<file path="config.mk">
export PLATFORM = sky130hd
export DESIGN_NAME = gipc_top
export DESIGN_NICKNAME = d
export VERILOG_FILES = /design/src/gipc_top.v /design/src/gipc_sync.v
export VERILOG_INCLUDE_DIRS = /design/src /design/src/src
export SDC_FILE = /design/constraint.sdc
export NUM_CORES = 1
export LEC_CHECK = 0
export ABC_AREA = 1
export BUFFER_PORTS_ARGS = -buffer_cell sky130_fd_sc_hd__buf_2
export CAP_MARGIN = 5
export CORE_MARGIN = 3
export CORE_UTILIZATION = 60
export CTS_CLUSTER_SIZE = 8
export DETAILED_ROUTE_END_ITERATION = 8
export GPL_ROUTABILITY_DRIVEN = 0
export PLACE_DENSITY = 0.82
export SYNTH_ARGS = -nofsm -noshare
export SYNTH_HDL_FRONTEND = slang
export SYNTH_SLANG_ARGS = --single-unit
export TNS_END_PERCENT = 1
</file>
<file path="constraint.sdc">
create_clock -name clk -period 1.95 [get_ports clk]
set_clock_uncertainty 0.1 [all_clocks]
set_input_delay 0.2925 -clock clk [delete_from_list [all_inputs] [get_ports clk]]
set_output_delay 0.2925 -clock clk [all_outputs]
set_load 0.02 [all_outputs]
</file>
<file path="src/gipc_consts.vh">
`ifndef GIPC_CONSTS_VH
`define GIPC_CONSTS_VH

`define GIPC_NUM_GROUPS      4
`define GIPC_NUM_INTS        4
`define GIPC_ADDR_W          4
`define GIPC_DATA_W          16
`define GIPC_MAP_W           16

`define GIPC_REG_GROUP_CFG   4'h0
`define GIPC_REG_GROUP_CMD   4'h1
`define GIPC_REG_MARGIN_CMD  4'h2
`define GIPC_REG_INT_FUNC    4'h3
`define GIPC_REG_INT_MAP     4'h4
`define GIPC_REG_STATUS      4'h5

`define GIPC_CMD_ON_LSB      0
`define GIPC_CMD_OFF_LSB     4
`define GIPC_MARGIN_GRP_LSB  0
`define GIPC_MARGIN_DIR_LSB  2
`define GIPC_DIR_NOMINAL     2'h0
`define GIPC_DIR_UP          2'h1
`define GIPC_DIR_DOWN        2'h2

`define GIPC_STAT_ON_LSB     0
`define GIPC_STAT_INT_LSB    4
`define GIPC_STAT_OK_LSB     8
`define GIPC_STAT_PROG_LSB   12

`define GIPC_RESET_NIBBLE    4'h0
`define GIPC_RESET_WORD      16'h0000
`define GIPC_SYNC_RESET      9'h0FF

`define GIPC_CLK_PERIOD_NS   8
`define GIPC_INH_DELAY_NS    10000
`define GIPC_INH_DELAY_CYC   ((`GIPC_INH_DELAY_NS + `GIPC_CLK_PERIOD_NS - 1) / `GIPC_CLK_PERIOD_NS)
`define GIPC_CNT_W           11

`endif

</file>
<file path="src/gipc_top.v">
// Design decisions made here: the strobed register port and the register offsets.
`include "gipc_consts.vh"

module gipc_top #(
  parameter INH_DELAY_CYC = `GIPC_INH_DELAY_CYC
) (
  input  wire                      clk,
  input  wire                      rst_b,
  input  wire [`GIPC_ADDR_W-1:0]   addr,
  input  wire [`GIPC_DATA_W-1:0]   wrData,
  input  wire                      wrStb,
  input  wire                      rdStb,
  output wire [`GIPC_DATA_W-1:0]   rdData,
  input  wire [`GIPC_NUM_INTS-1:0] intPin_b,
  input  wire                      vinGood,
  input  wire [`GIPC_NUM_GROUPS-1:0] okIn,
  output wire [`GIPC_NUM_GROUPS-1:0] okOut,
  output wire [`GIPC_NUM_GROUPS-1:0] okOe_b,
  output wire [`GIPC_NUM_GROUPS-1:0] progReq,
  input  wire [`GIPC_NUM_GROUPS-1:0] progDone,
  output wire [`GIPC_NUM_GROUPS-1:0] marginUp,
  output wire [`GIPC_NUM_GROUPS-1:0] marginDown
);

  localparam NG = `GIPC_NUM_GROUPS;
  localparam NI = `GIPC_NUM_INTS;
  // Synchronised bundle: interrupt inputs, then OK lines, then the supply flag.
  localparam SW = NI + NG + 1;

  // Configuration and state registers.
  reg [NG-1:0]              autoOnReg;
  reg [NI-1:0]              intFuncReg;
  reg [`GIPC_MAP_W-1:0]     intMapReg;
  reg [NG-1:0]              groupOnReg;
  reg [NG-1:0]              groupOnNext;
  reg [NG-1:0]              progBusyReg;
  reg [NG-1:0]              progBusyNext;
  reg [NG-1:0]              progStatusReg;
  reg [NG-1:0]              progStatusNext;
  reg [NG-1:0]              progReqReg;
  reg [NG-1:0]              progReqNext;
  reg [NG-1:0]              marginUpReg;
  reg [NG-1:0]              marginDownReg;
  reg [NG-1:0]              okOeBReg;
  reg [NG-1:0]              okOutReg;
  reg [NI-1:0]              intActReg;
  reg [NI-1:0]              intActPrevReg;
  reg                       vinPrevReg;
  reg [`GIPC_DATA_W-1:0]    rdDataReg;
  reg [`GIPC_CNT_W-1:0]     filtCnt [0:NI-1];

  wire [SW-1:0]             syncBus;
  wire [NI-1:0]             intSync_b;
  wire [NG-1:0]             okSync;
  wire                      vinSync;
  wire [NG-1:0]             inhibitHit;
  wire                      wrCmd;
  wire                      wrMargin;
  wire [NG-1:0]             cmdOn;
  wire [NG-1:0]             cmdOff;
  wire [1:0]                marginGrp;
  wire [1:0]                marginDir;
  wire                      vinRise;
  wire                      wrCfg;
  wire                      wrFunc;
  wire                      wrMap;
  wire [NG-1:0]             trigRise;
  wire [NG-1:0]             trigFall;
  wire [NG-1:0]             okPullReq;

  integer i;
  integer g;

  // Collects the groups that any active inhibit-role input is assigned to.
  function [NG-1:0] inhibitGroups;
    input [NI-1:0]          func;
    input [NI-1:0]          act;
    input [`GIPC_MAP_W-1:0] map;
    integer k;
    begin
      inhibitGroups = `GIPC_RESET_NIBBLE;
      for (k = 0; k < NI; k = k + 1) begin
        if (!func[k] && act[k]) begin
          inhibitGroups = inhibitGroups | map[k*NG +: NG];
        end
      end
    end
  endfunction

  // True when a write strobe addresses the given register index.
  function wrHit;
    input                    stb;
    input [`GIPC_ADDR_W-1:0] a;
    input [`GIPC_ADDR_W-1:0] idx;
    begin
      wrHit = stb && (a == idx);
    end
  endfunction

  gipc_sync #(
    .WIDTH     (SW),
    .RESET_VAL (`GIPC_SYNC_RESET)
  ) uSync (
    .clk     (clk),
    .rst_b   (rst_b),
    .asyncIn ({vinGood, okIn, intPin_b}),
    .syncOut (syncBus)
  );

  assign intSync_b = syncBus[NI-1:0];
  assign okSync    = syncBus[NI+NG-1:NI];
  assign vinSync   = syncBus[NI+NG];

  assign wrCmd     = wrHit(wrStb, addr, `GIPC_REG_GROUP_CMD);
  assign wrMargin  = wrHit(wrStb, addr, `GIPC_REG_MARGIN_CMD);
  assign wrCfg     = wrHit(wrStb, addr, `GIPC_REG_GROUP_CFG);
  assign wrFunc    = wrHit(wrStb, addr, `GIPC_REG_INT_FUNC);
  assign wrMap     = wrHit(wrStb, addr, `GIPC_REG_INT_MAP);
  assign cmdOn     = wrCmd ? wrData[`GIPC_CMD_ON_LSB +: NG] : `GIPC_RESET_NIBBLE;
  assign cmdOff    = wrCmd ? wrData[`GIPC_CMD_OFF_LSB +: NG] : `GIPC_RESET_NIBBLE;
  assign marginGrp = wrData[`GIPC_MARGIN_GRP_LSB +: 2];
  assign marginDir = wrData[`GIPC_MARGIN_DIR_LSB +: 2];
  // Auto turn-on fires once per rising edge of the supply flag.
  assign vinRise   = vinSync && !vinPrevReg;

  // Reprogram-trigger edges of the qualified interrupt levels.
  assign trigRise  = intFuncReg & intActReg & ~intActPrevReg;
  assign trigFall  = intFuncReg & ~intActReg & intActPrevReg;

  assign inhibitHit = inhibitGroups(intFuncReg, intActReg, intMapReg);

  // Per-group power, programming and command handling.
  always @* begin
    groupOnNext    = groupOnReg;
    progBusyNext   = progBusyReg;
    progStatusNext = progStatusReg;
    progReqNext    = `GIPC_RESET_NIBBLE;
    // release clears status; a completion in the same cycle still sets
    if (|trigFall) begin
      progStatusNext = `GIPC_RESET_NIBBLE;
    end
    if (vinRise) begin
      groupOnNext = groupOnNext | autoOnReg;
    end
    for (g = 0; g < NG; g = g + 1) begin
      if (cmdOn[g]) begin
        groupOnNext[g] = 1'b1;
      end
      if (trigRise[g]) begin
        progReqNext[g]  = 1'b1;
        progBusyNext[g] = 1'b1;
      end
      // auto-on after programming; inhibit does not block it
      if (progBusyReg[g] && progDone[g]) begin
        progBusyNext[g]   = 1'b0;
        progStatusNext[g] = 1'b1;
        if (autoOnReg[g]) begin
          groupOnNext[g] = 1'b1;
        end
      end
      // commanded off; off wins over on in one write
      if (cmdOff[g]) begin
        groupOnNext[g] = 1'b0;
      end
      if (trigFall[g]) begin
        groupOnNext[g]  = 1'b0;
        progBusyNext[g] = 1'b0;
      end
    end
  end

  // Interrupt input qualification.
  // A low shorter than the qualify delay never reaches the groups.
  always @(posedge clk or negedge rst_b) begin
    if (!rst_b) begin
      for (i = 0; i < NI; i = i + 1) begin
        filtCnt[i] <= {`GIPC_CNT_W{1'b0}};
      end
      intActReg     <= `GIPC_RESET_NIBBLE;
      intActPrevReg <= `GIPC_RESET_NIBBLE;
    end else begin
      intActPrevReg <= intActReg;
      for (i = 0; i < NI; i = i + 1) begin
        if (intSync_b[i]) begin
          filtCnt[i]   <= {`GIPC_CNT_W{1'b0}};
          intActReg[i] <= 1'b0;
        end else if (filtCnt[i] == INH_DELAY_CYC[`GIPC_CNT_W-1:0]) begin
          intActReg[i] <= 1'b1;
        end else begin
          filtCnt[i] <= filtCnt[i] + {{(`GIPC_CNT_W-1){1'b0}}, 1'b1};
        end
      end
    end
  end

  // Software registers and group state.
  always @(posedge clk or negedge rst_b) begin
    if (!rst_b) begin
      autoOnReg     <= `GIPC_RESET_NIBBLE;
      intFuncReg    <= `GIPC_RESET_NIBBLE;
      intMapReg     <= `GIPC_RESET_WORD;
      groupOnReg    <= `GIPC_RESET_NIBBLE;
      progBusyReg   <= `GIPC_RESET_NIBBLE;
      progStatusReg <= `GIPC_RESET_NIBBLE;
      progReqReg    <= `GIPC_RESET_NIBBLE;
      marginUpReg   <= `GIPC_RESET_NIBBLE;
      marginDownReg <= `GIPC_RESET_NIBBLE;
      vinPrevReg    <= 1'b0;
    end else begin
      vinPrevReg    <= vinSync;
      groupOnReg    <= groupOnNext;
      progBusyReg   <= progBusyNext;
      progStatusReg <= progStatusNext;
      progReqReg    <= progReqNext;
      if (wrCfg) begin
        autoOnReg <= wrData[NG-1:0];
      end
      // role and group set; four inputs; one role bit each
      if (wrFunc) begin
        intFuncReg <= wrData[NI-1:0];
      end
      if (wrMap) begin
        intMapReg <= wrData[`GIPC_MAP_W-1:0];
      end
      if (wrMargin) begin
        marginUpReg[marginGrp]   <= (marginDir == `GIPC_DIR_UP);
        marginDownReg[marginGrp] <= (marginDir == `GIPC_DIR_DOWN);
      end
    end
  end

  // any source holds the line low
  assign okPullReq = ~groupOnReg | inhibitHit;

  // Open-drain OK drivers; the enable is low while the line is pulled.
  always @(posedge clk or negedge rst_b) begin
    if (!rst_b) begin
      okOeBReg <= `GIPC_RESET_NIBBLE;
      okOutReg <= `GIPC_RESET_NIBBLE;
    end else begin
      okOutReg <= `GIPC_RESET_NIBBLE;
      // inhibit pulls; any source holds line low
      okOeBReg <= ~okPullReq;
    end
  end

  // Read port, data valid for the single cycle after the strobe.
  always @(posedge clk or negedge rst_b) begin
    if (!rst_b) begin
      rdDataReg <= `GIPC_RESET_WORD;
    end else if (rdStb) begin
      case (addr)
        `GIPC_REG_GROUP_CFG:  rdDataReg <= {12'h000, autoOnReg};
        `GIPC_REG_GROUP_CMD:  rdDataReg <= {12'h000, groupOnReg};
        `GIPC_REG_MARGIN_CMD: rdDataReg <= {8'h00, marginDownReg, marginUpReg};
        `GIPC_REG_INT_FUNC:   rdDataReg <= {12'h000, intFuncReg};
        `GIPC_REG_INT_MAP:    rdDataReg <= intMapReg;
        `GIPC_REG_STATUS: begin
          rdDataReg <= `GIPC_RESET_WORD;
          rdDataReg[`GIPC_STAT_ON_LSB +: NG]   <= groupOnReg;
          rdDataReg[`GIPC_STAT_INT_LSB +: NI]  <= intActReg;
          rdDataReg[`GIPC_STAT_OK_LSB +: NG]   <= okSync;
          rdDataReg[`GIPC_STAT_PROG_LSB +: NG] <= progStatusReg;
        end
        default:              rdDataReg <= `GIPC_RESET_WORD;
      endcase
    end else begin
      rdDataReg <= `GIPC_RESET_WORD;
    end
  end

  assign rdData     = rdDataReg;
  assign okOut      = okOutReg;
  assign okOe_b     = okOeBReg;
  assign progReq    = progReqReg;
  assign marginUp   = marginUpReg;
  assign marginDown = marginDownReg;

endmodule

</file>
<file path="src/gipc_sync.v">
// Two-flop synchroniser for a bundle of independent asynchronous levels.
module gipc_sync #(
  parameter WIDTH     = 9,
  parameter RESET_VAL = 9'h0FF
) (
  input  wire             clk,
  input  wire             rst_b,
  input  wire [WIDTH-1:0] asyncIn,
  output wire [WIDTH-1:0] syncOut
);

  reg [WIDTH-1:0] stage1Reg;
  reg [WIDTH-1:0] stage2Reg;

  always @(posedge clk or negedge rst_b) begin
    if (!rst_b) begin
      stage1Reg <= RESET_VAL;
      stage2Reg <= RESET_VAL;
    end else begin
      stage1Reg <= asyncIn;
      stage2Reg <= stage1Reg;
    end
  end

  assign syncOut = stage2Reg;

endmodule

</file>
# Word level (Yosys, flattened, before mapping)
# Cells that the tools add are included.
[totals]
reg_bits = 139
latchBits = 0
mem_bits_rw = 0
rom_bits = 0
in_bits = 37
out_inout_bits = 36
wordCells = 167
n_memories = 0
[classes]
addsub = 4
mul = 0
n_div = 0
n_lt_le_gt_ge = 2
eq_ne = 15
shifts = 0
n_mux = 70
bitwise_logic = 13
n_reduce_logical = 34
[ops]
columns = ["cell", "n"]
rows = [
  ["$pmux 16 s6", 1],
  ["$mux 11", 8],
  ["$mux 1", 49],
  ["$add 11x1->11 const B", 4],
  ["$eq 11x11->1 const B", 4],
  ["$mux 4", 8],
  ["$or 4x4->4", 5],
  ["$and 4x4->4", 4],
  ["$mux 16", 1],
  ["$not 4->4", 4],
  ["$reduce_bool 2->1", 8],
  ["$logic_and 1x1->1", 15],
  ["$reduce_bool 3->1", 4],
  ["$bwmux 4", 2],
  ["$eq 4x2->1 const B", 2],
  ["$eq 4x3->1 const B", 2],
  ["$ne 2x1->1 const B", 4],
  ["$logic_not 1->1", 5],
  ["$eq 4x1->1 const B", 1],
  ["$logic_not 4->1", 1],
  ["$reduce_or 4->1", 1],
  ["$lt 2x3->1 const B", 1],
  ["$demux 1 s2", 1],
  ["$eq 2x1->1 const B", 1],
  ["other kinds (2)", 2],
]

# Logic depth before layout (Yosys ltp)
[depth]
word_depth = 11
ltp_mapped = 8
ltp_nobuf = 8

# Hierarchy
# From an unflattened synthesis, not the netlist that was laid out.
[unflattened]
cells_unflattened = 752
area_unflattened_um2 = 6371.1
[by_module_without_submodules]
columns = ["mod", "n_inst", "cells_per_inst", "area_each_um2", "seq_area_each_um2"]
rows = [
  ["gipc_top", 1, 734, 5900.7, 3027.9],
  ["gipc_sync", 1, 18, 470.5, 470.5],
]

# Least setup slack after synthesis
# Ideal clock, no wire load.
[synth_path]
path_kind = "reg2reg"
startpoint = "reg filtCnt[33] in the netlist's numbering"
endpoint = "reg filtCnt[33] in the netlist's numbering"
t_arrival_ns = 1.083
required_time_ns = 1.731
path_slack_ns = 0.648
stages_incl_launch_ff = 8
path_buffers = 0
period_less_slack_ns = 1.302
cell_sequence = "dfrtp_1 > inv_1 > ha_1 > nand2_1 > nor3_1 > nand3_1 > nand3_1 > nand2_1"
[synth_between]
elab_chain_len = 3
word_cells_on_any_way = 5
[synth_rtl]
columns = ["element", "line", "source"]
rows = [
  ["start: declaration", "gipc_top.v:50", "reg [`GIPC_CNT_W-1:0] filtCnt [0:NI-1];"],
  ["start signal: indexed assignment", "gipc_top.v:177", "filtCnt[i] <= {`GIPC_CNT_W{1'b0}};"],
  ["start signal: indexed assignment", "gipc_top.v:185", "filtCnt[i] <= {`GIPC_CNT_W{1'b0}};"],
  ["start signal: indexed assignment", "gipc_top.v:190", "filtCnt[i] <= filtCnt[i] + {{(`GIPC_CNT_W-1){1'b0}}, 1'b1};"],
  ["$add 11x1->11", "gipc_top.v:190", ""],
  ["$mux 11", "gipc_top.v:187", "end else if (filtCnt[i] == INH_DELAY_CYC[`GIPC_CNT_W-1:0]) begin"],
  ["$mux 11", "gipc_top.v:184", "if (intSync_b[i]) begin"],
]
# Several ways; a longest one is shown, not always the timed one. The select of a mux whose other input is x is not followed.
# A chain may end at the register's enable or synchronous reset.

# Worst setup path in the final report
[layout_path]
startpoint = "reg marginDownReg[1], in the netlist marginDown[1]"
endpoint = "out marginDown[1]"
[layout_lines]
columns = ["element", "line", "source"]
rows = [
  ["start: declaration", "gipc_top.v:43", "reg [NG-1:0] marginDownReg;"],
  ["start signal: assignment", "gipc_top.v:207", "marginDownReg <= `GIPC_RESET_NIBBLE;"],
  ["start signal: indexed assignment", "gipc_top.v:227", "marginDownReg[marginGrp] <= (marginDir == `GIPC_DIR_DOWN);"],
  ["end: declaration", "gipc_top.v:22", "output wire [`GIPC_NUM_GROUPS-1:0] marginDown"],
]
# No word-level cell between the ends.

==> metrics.txt <==
worst vdd ir 747 uV; initial core utilization 61.9%; Startpoint Class flop; I/O pin cnt 73; Worst slew margin 66.6%; # setup viols final 0; Buf/Inv on CP 1; worst reg2reg startpoint filtCnt[33]$_DFFE_PN0P_; Clock Sinks 139; CTS resizes 0; part of the Yosys area used for sequential elements 54.7%; share of cells above drive strength 1 15.2%; DR DRC count 0; critical path's slowest cell dfrtp_1; htree depth 4; achievable clock frequency roughly 650 MHz; Nets slightly above 900; Sum Neg Setup Slack 0 ps; TritonCTS clock tree yes; Setup Buffers After CTS 0; CP Launch Point marginDown[1]$_DFFE_PN0P_; Hold Violations, Final 0; Cell Area, Synth 6390 um^2; Synth top cells by count 176 x nand2_1, 123 x dfrtp_1, 101 x nor2_1; grt ovf 0; CP top delay family flip-flops; end of the worst hold path progStatusReg[1]$_DFFE_PN0P_; Post-DRT Antenna Nets 0; Levels on crit path 1; HP Class in -> reg; largest net degree at the start of global routing 52; number of global-route vias before repair 5586; PwrDens 966 nW/um^2; CTS Buffer Depth 2; Crit path arrival time 1150 ps; WS Path Type reg -> out; Clock transition at path regs 60 ps; first-pass GRT wire length 26200 um; max-capacitance violation count 0; Mapped Cells ~750; antenna violations before repair 0; ys flop type dfrtp_1; WL/cell approximately 16 um; clk_lat worst skew 540 ps; WP data required roughly 1600 ps; IO Port Bufs ~70; DRT iter0 DRCs ~480; drt first pass iters 5; worst path cell trace buf_2; Synth area leaders dfrtp_1 48%, nand2_1 10%, dfstp_2 6.6%, nand3_1 6.3%, nor2_1 5.9%; pins over their slew limit 0; dpl hpwl 10400 um; area grow syn2layout 22.0%; Synth Warn # 0; Syn Area/Cell 8.49 um^2; Post-CTS Hold Fix Bufs 29; final WL 16000 um; post-synth cell types 31; status finished clean; Die Y ~110 um; hold depth 3; via count 5771; core footprint 10300 um^2; R2R depth 6; Slew @ Worst Pin 501 ps; crit end category primary output; max incr delay on CP 420 ps; Async SR Flop Fraction between 90% and 100%; RR Endpoint filtCnt[41]$_DFFE_PN0P_; Final Cycle Share 79.3%; CTS buffer count 17; R2R Setup Slk about 460 ps; area leader, netlist dfrtp_1; number of synthesized flops with an enable pin 0; flip-flop and latch count after synthesis about 140; Crit Path Max Fanout 3; die footprint 11900 um^2; clk root buf clkbuf_8; hold path startpoint progDone[1]; vias per cell 5.71; cell row count 37; RSZ-0062 raised after global routing no; hold slack final 12.5 ps; min Tclk post-route 1550 ps; most common cell in the netlist nand2_1; Yosys top cell area share 48.2%; GRT Total Usage 28.8%; die span in x 109 um; Pleak 3.87 nW
[logic make-up (layout without fill, tap and decap cells)]
group / after synthesis / in the layout / synth area share [%]
other: 1 / 5 / 0.0587
AND/OR/NAND/NOR: 416 / 416 / 29.4
adder cells (fa/ha/maj): 8 / 8 / 1.57
AO/OA/AOI/OAI: 87 / 87 / 6.97
flip-flops: 139 / 139 / 54.7
XOR/XNOR: 5 / 5 / 0.685
buffers and inverters: 97 / 214 / 6.58
[worst max-delay path by stage]
stage | end | slack (ps)
after floorplan | filtCnt[33]$_DFFE_PN0P_ | 650
after global placement | marginUp[0]$_DFFE_PN0P_ | 390
after detailed placement | marginDown[1]$_DFFE_PN0P_ | 320
after CTS | marginDown[1] | 400
after global routing | filtCnt[41]$_DFFE_PN0P_ | 210
final | marginDown[1] | 400
[cells in the final DEF (no fill, tap or decap), types with 3 or more instances in the layout]
cell type | netlist | final
clkbuf_8 | 0 | 4
inv_1 | 75 | 75
nand3_1 | 80 | 80
bufinv_16 | 0 | 5
nor2_8 | 3 | 3
nor3_1 | 15 | 15
nand2_1 | 176 | 176
nand4_1 | 25 | 25
dlygate4sd3_1 | 0 | 29
dfstp_2 | 16 | 16
nor2_4 | 5 | 5
o21a_1 | 3 | 3
nand3b_1 | 4 | 4
nor2_1 | 101 | 101
dfrtp_1 | 123 | 123
clkinv_1 | 5 | 5
clkbuf_16 | 0 | 16
conb_1 | 1 | 4
xor2_1 | 4 | 4
o21ai_0 | 40 | 40
a21oi_1 | 36 | 36
o21ai_1 | 6 | 6
buf_2 | 3 | 67
ha_1 | 8 | 8
[per-stage QoR]
step	setup WS, ps	utilization (%)	instance area, um^2	std cells	power [mW]
CTS	395	75.5	7800	1009	7.54
global route	211	75.5	7800	1009	7.80
finish	403	75.5	7800	1010	7.54
detailed placement	317	66.4	6860	948	3.97
global placement	390	66.4	6860	948	3.93
floorplan	648	-	6400	756	3.67
[registers in the layout, indices dropped and copies added (netlist names)]
register and count:
uSync.syncOut 9, uSync.stage1Reg 9, okOe_b 4, groupOnReg 4, intActReg 4, progReq 4
marginUp 4, progStatusReg 4, intFuncReg 4, intActPrevReg 4, filtCnt 44, rdData 16
progBusyReg 4, autoOnReg 4, vinPrevReg 1, marginDown 4, intMapReg 16
[where the power goes]
group / switching (mW) / internal, mW
Sequential: 0.182 / 3.11
Combinational: 0.472 / 0.250
Clock: 1.21 / 2.31
[layer usage]
| metal | wire length (um) | share of wire [%] | GRT usage (%) |
|---|---|---|---|
| met5 | 0 | 0 | 0 |
| met1 | 6030 | 38 | 34.0 |
| met4 | 771 | 4.8 | 15.9 |
| met2 | 7900 | 49 | 48.0 |
| met3 | 1330 | 8.3 | 7.58 |
[cell type report]
type | instances | area, um^2
Clock inverter | 10 | 188
Multi-Input combinational cell | 520 | 2480
Tap cell | 136 | 170
Antenna cell | 1 | 2.50
Timing Repair Buffer | 100 | 684
Sequential cell | 139 | 3500
Inverter | 82 | 308
Clock buffer | 22 | 463
Fill cell | 678 | 2520
No activity file was read; power rests on OpenSTA's default activity.
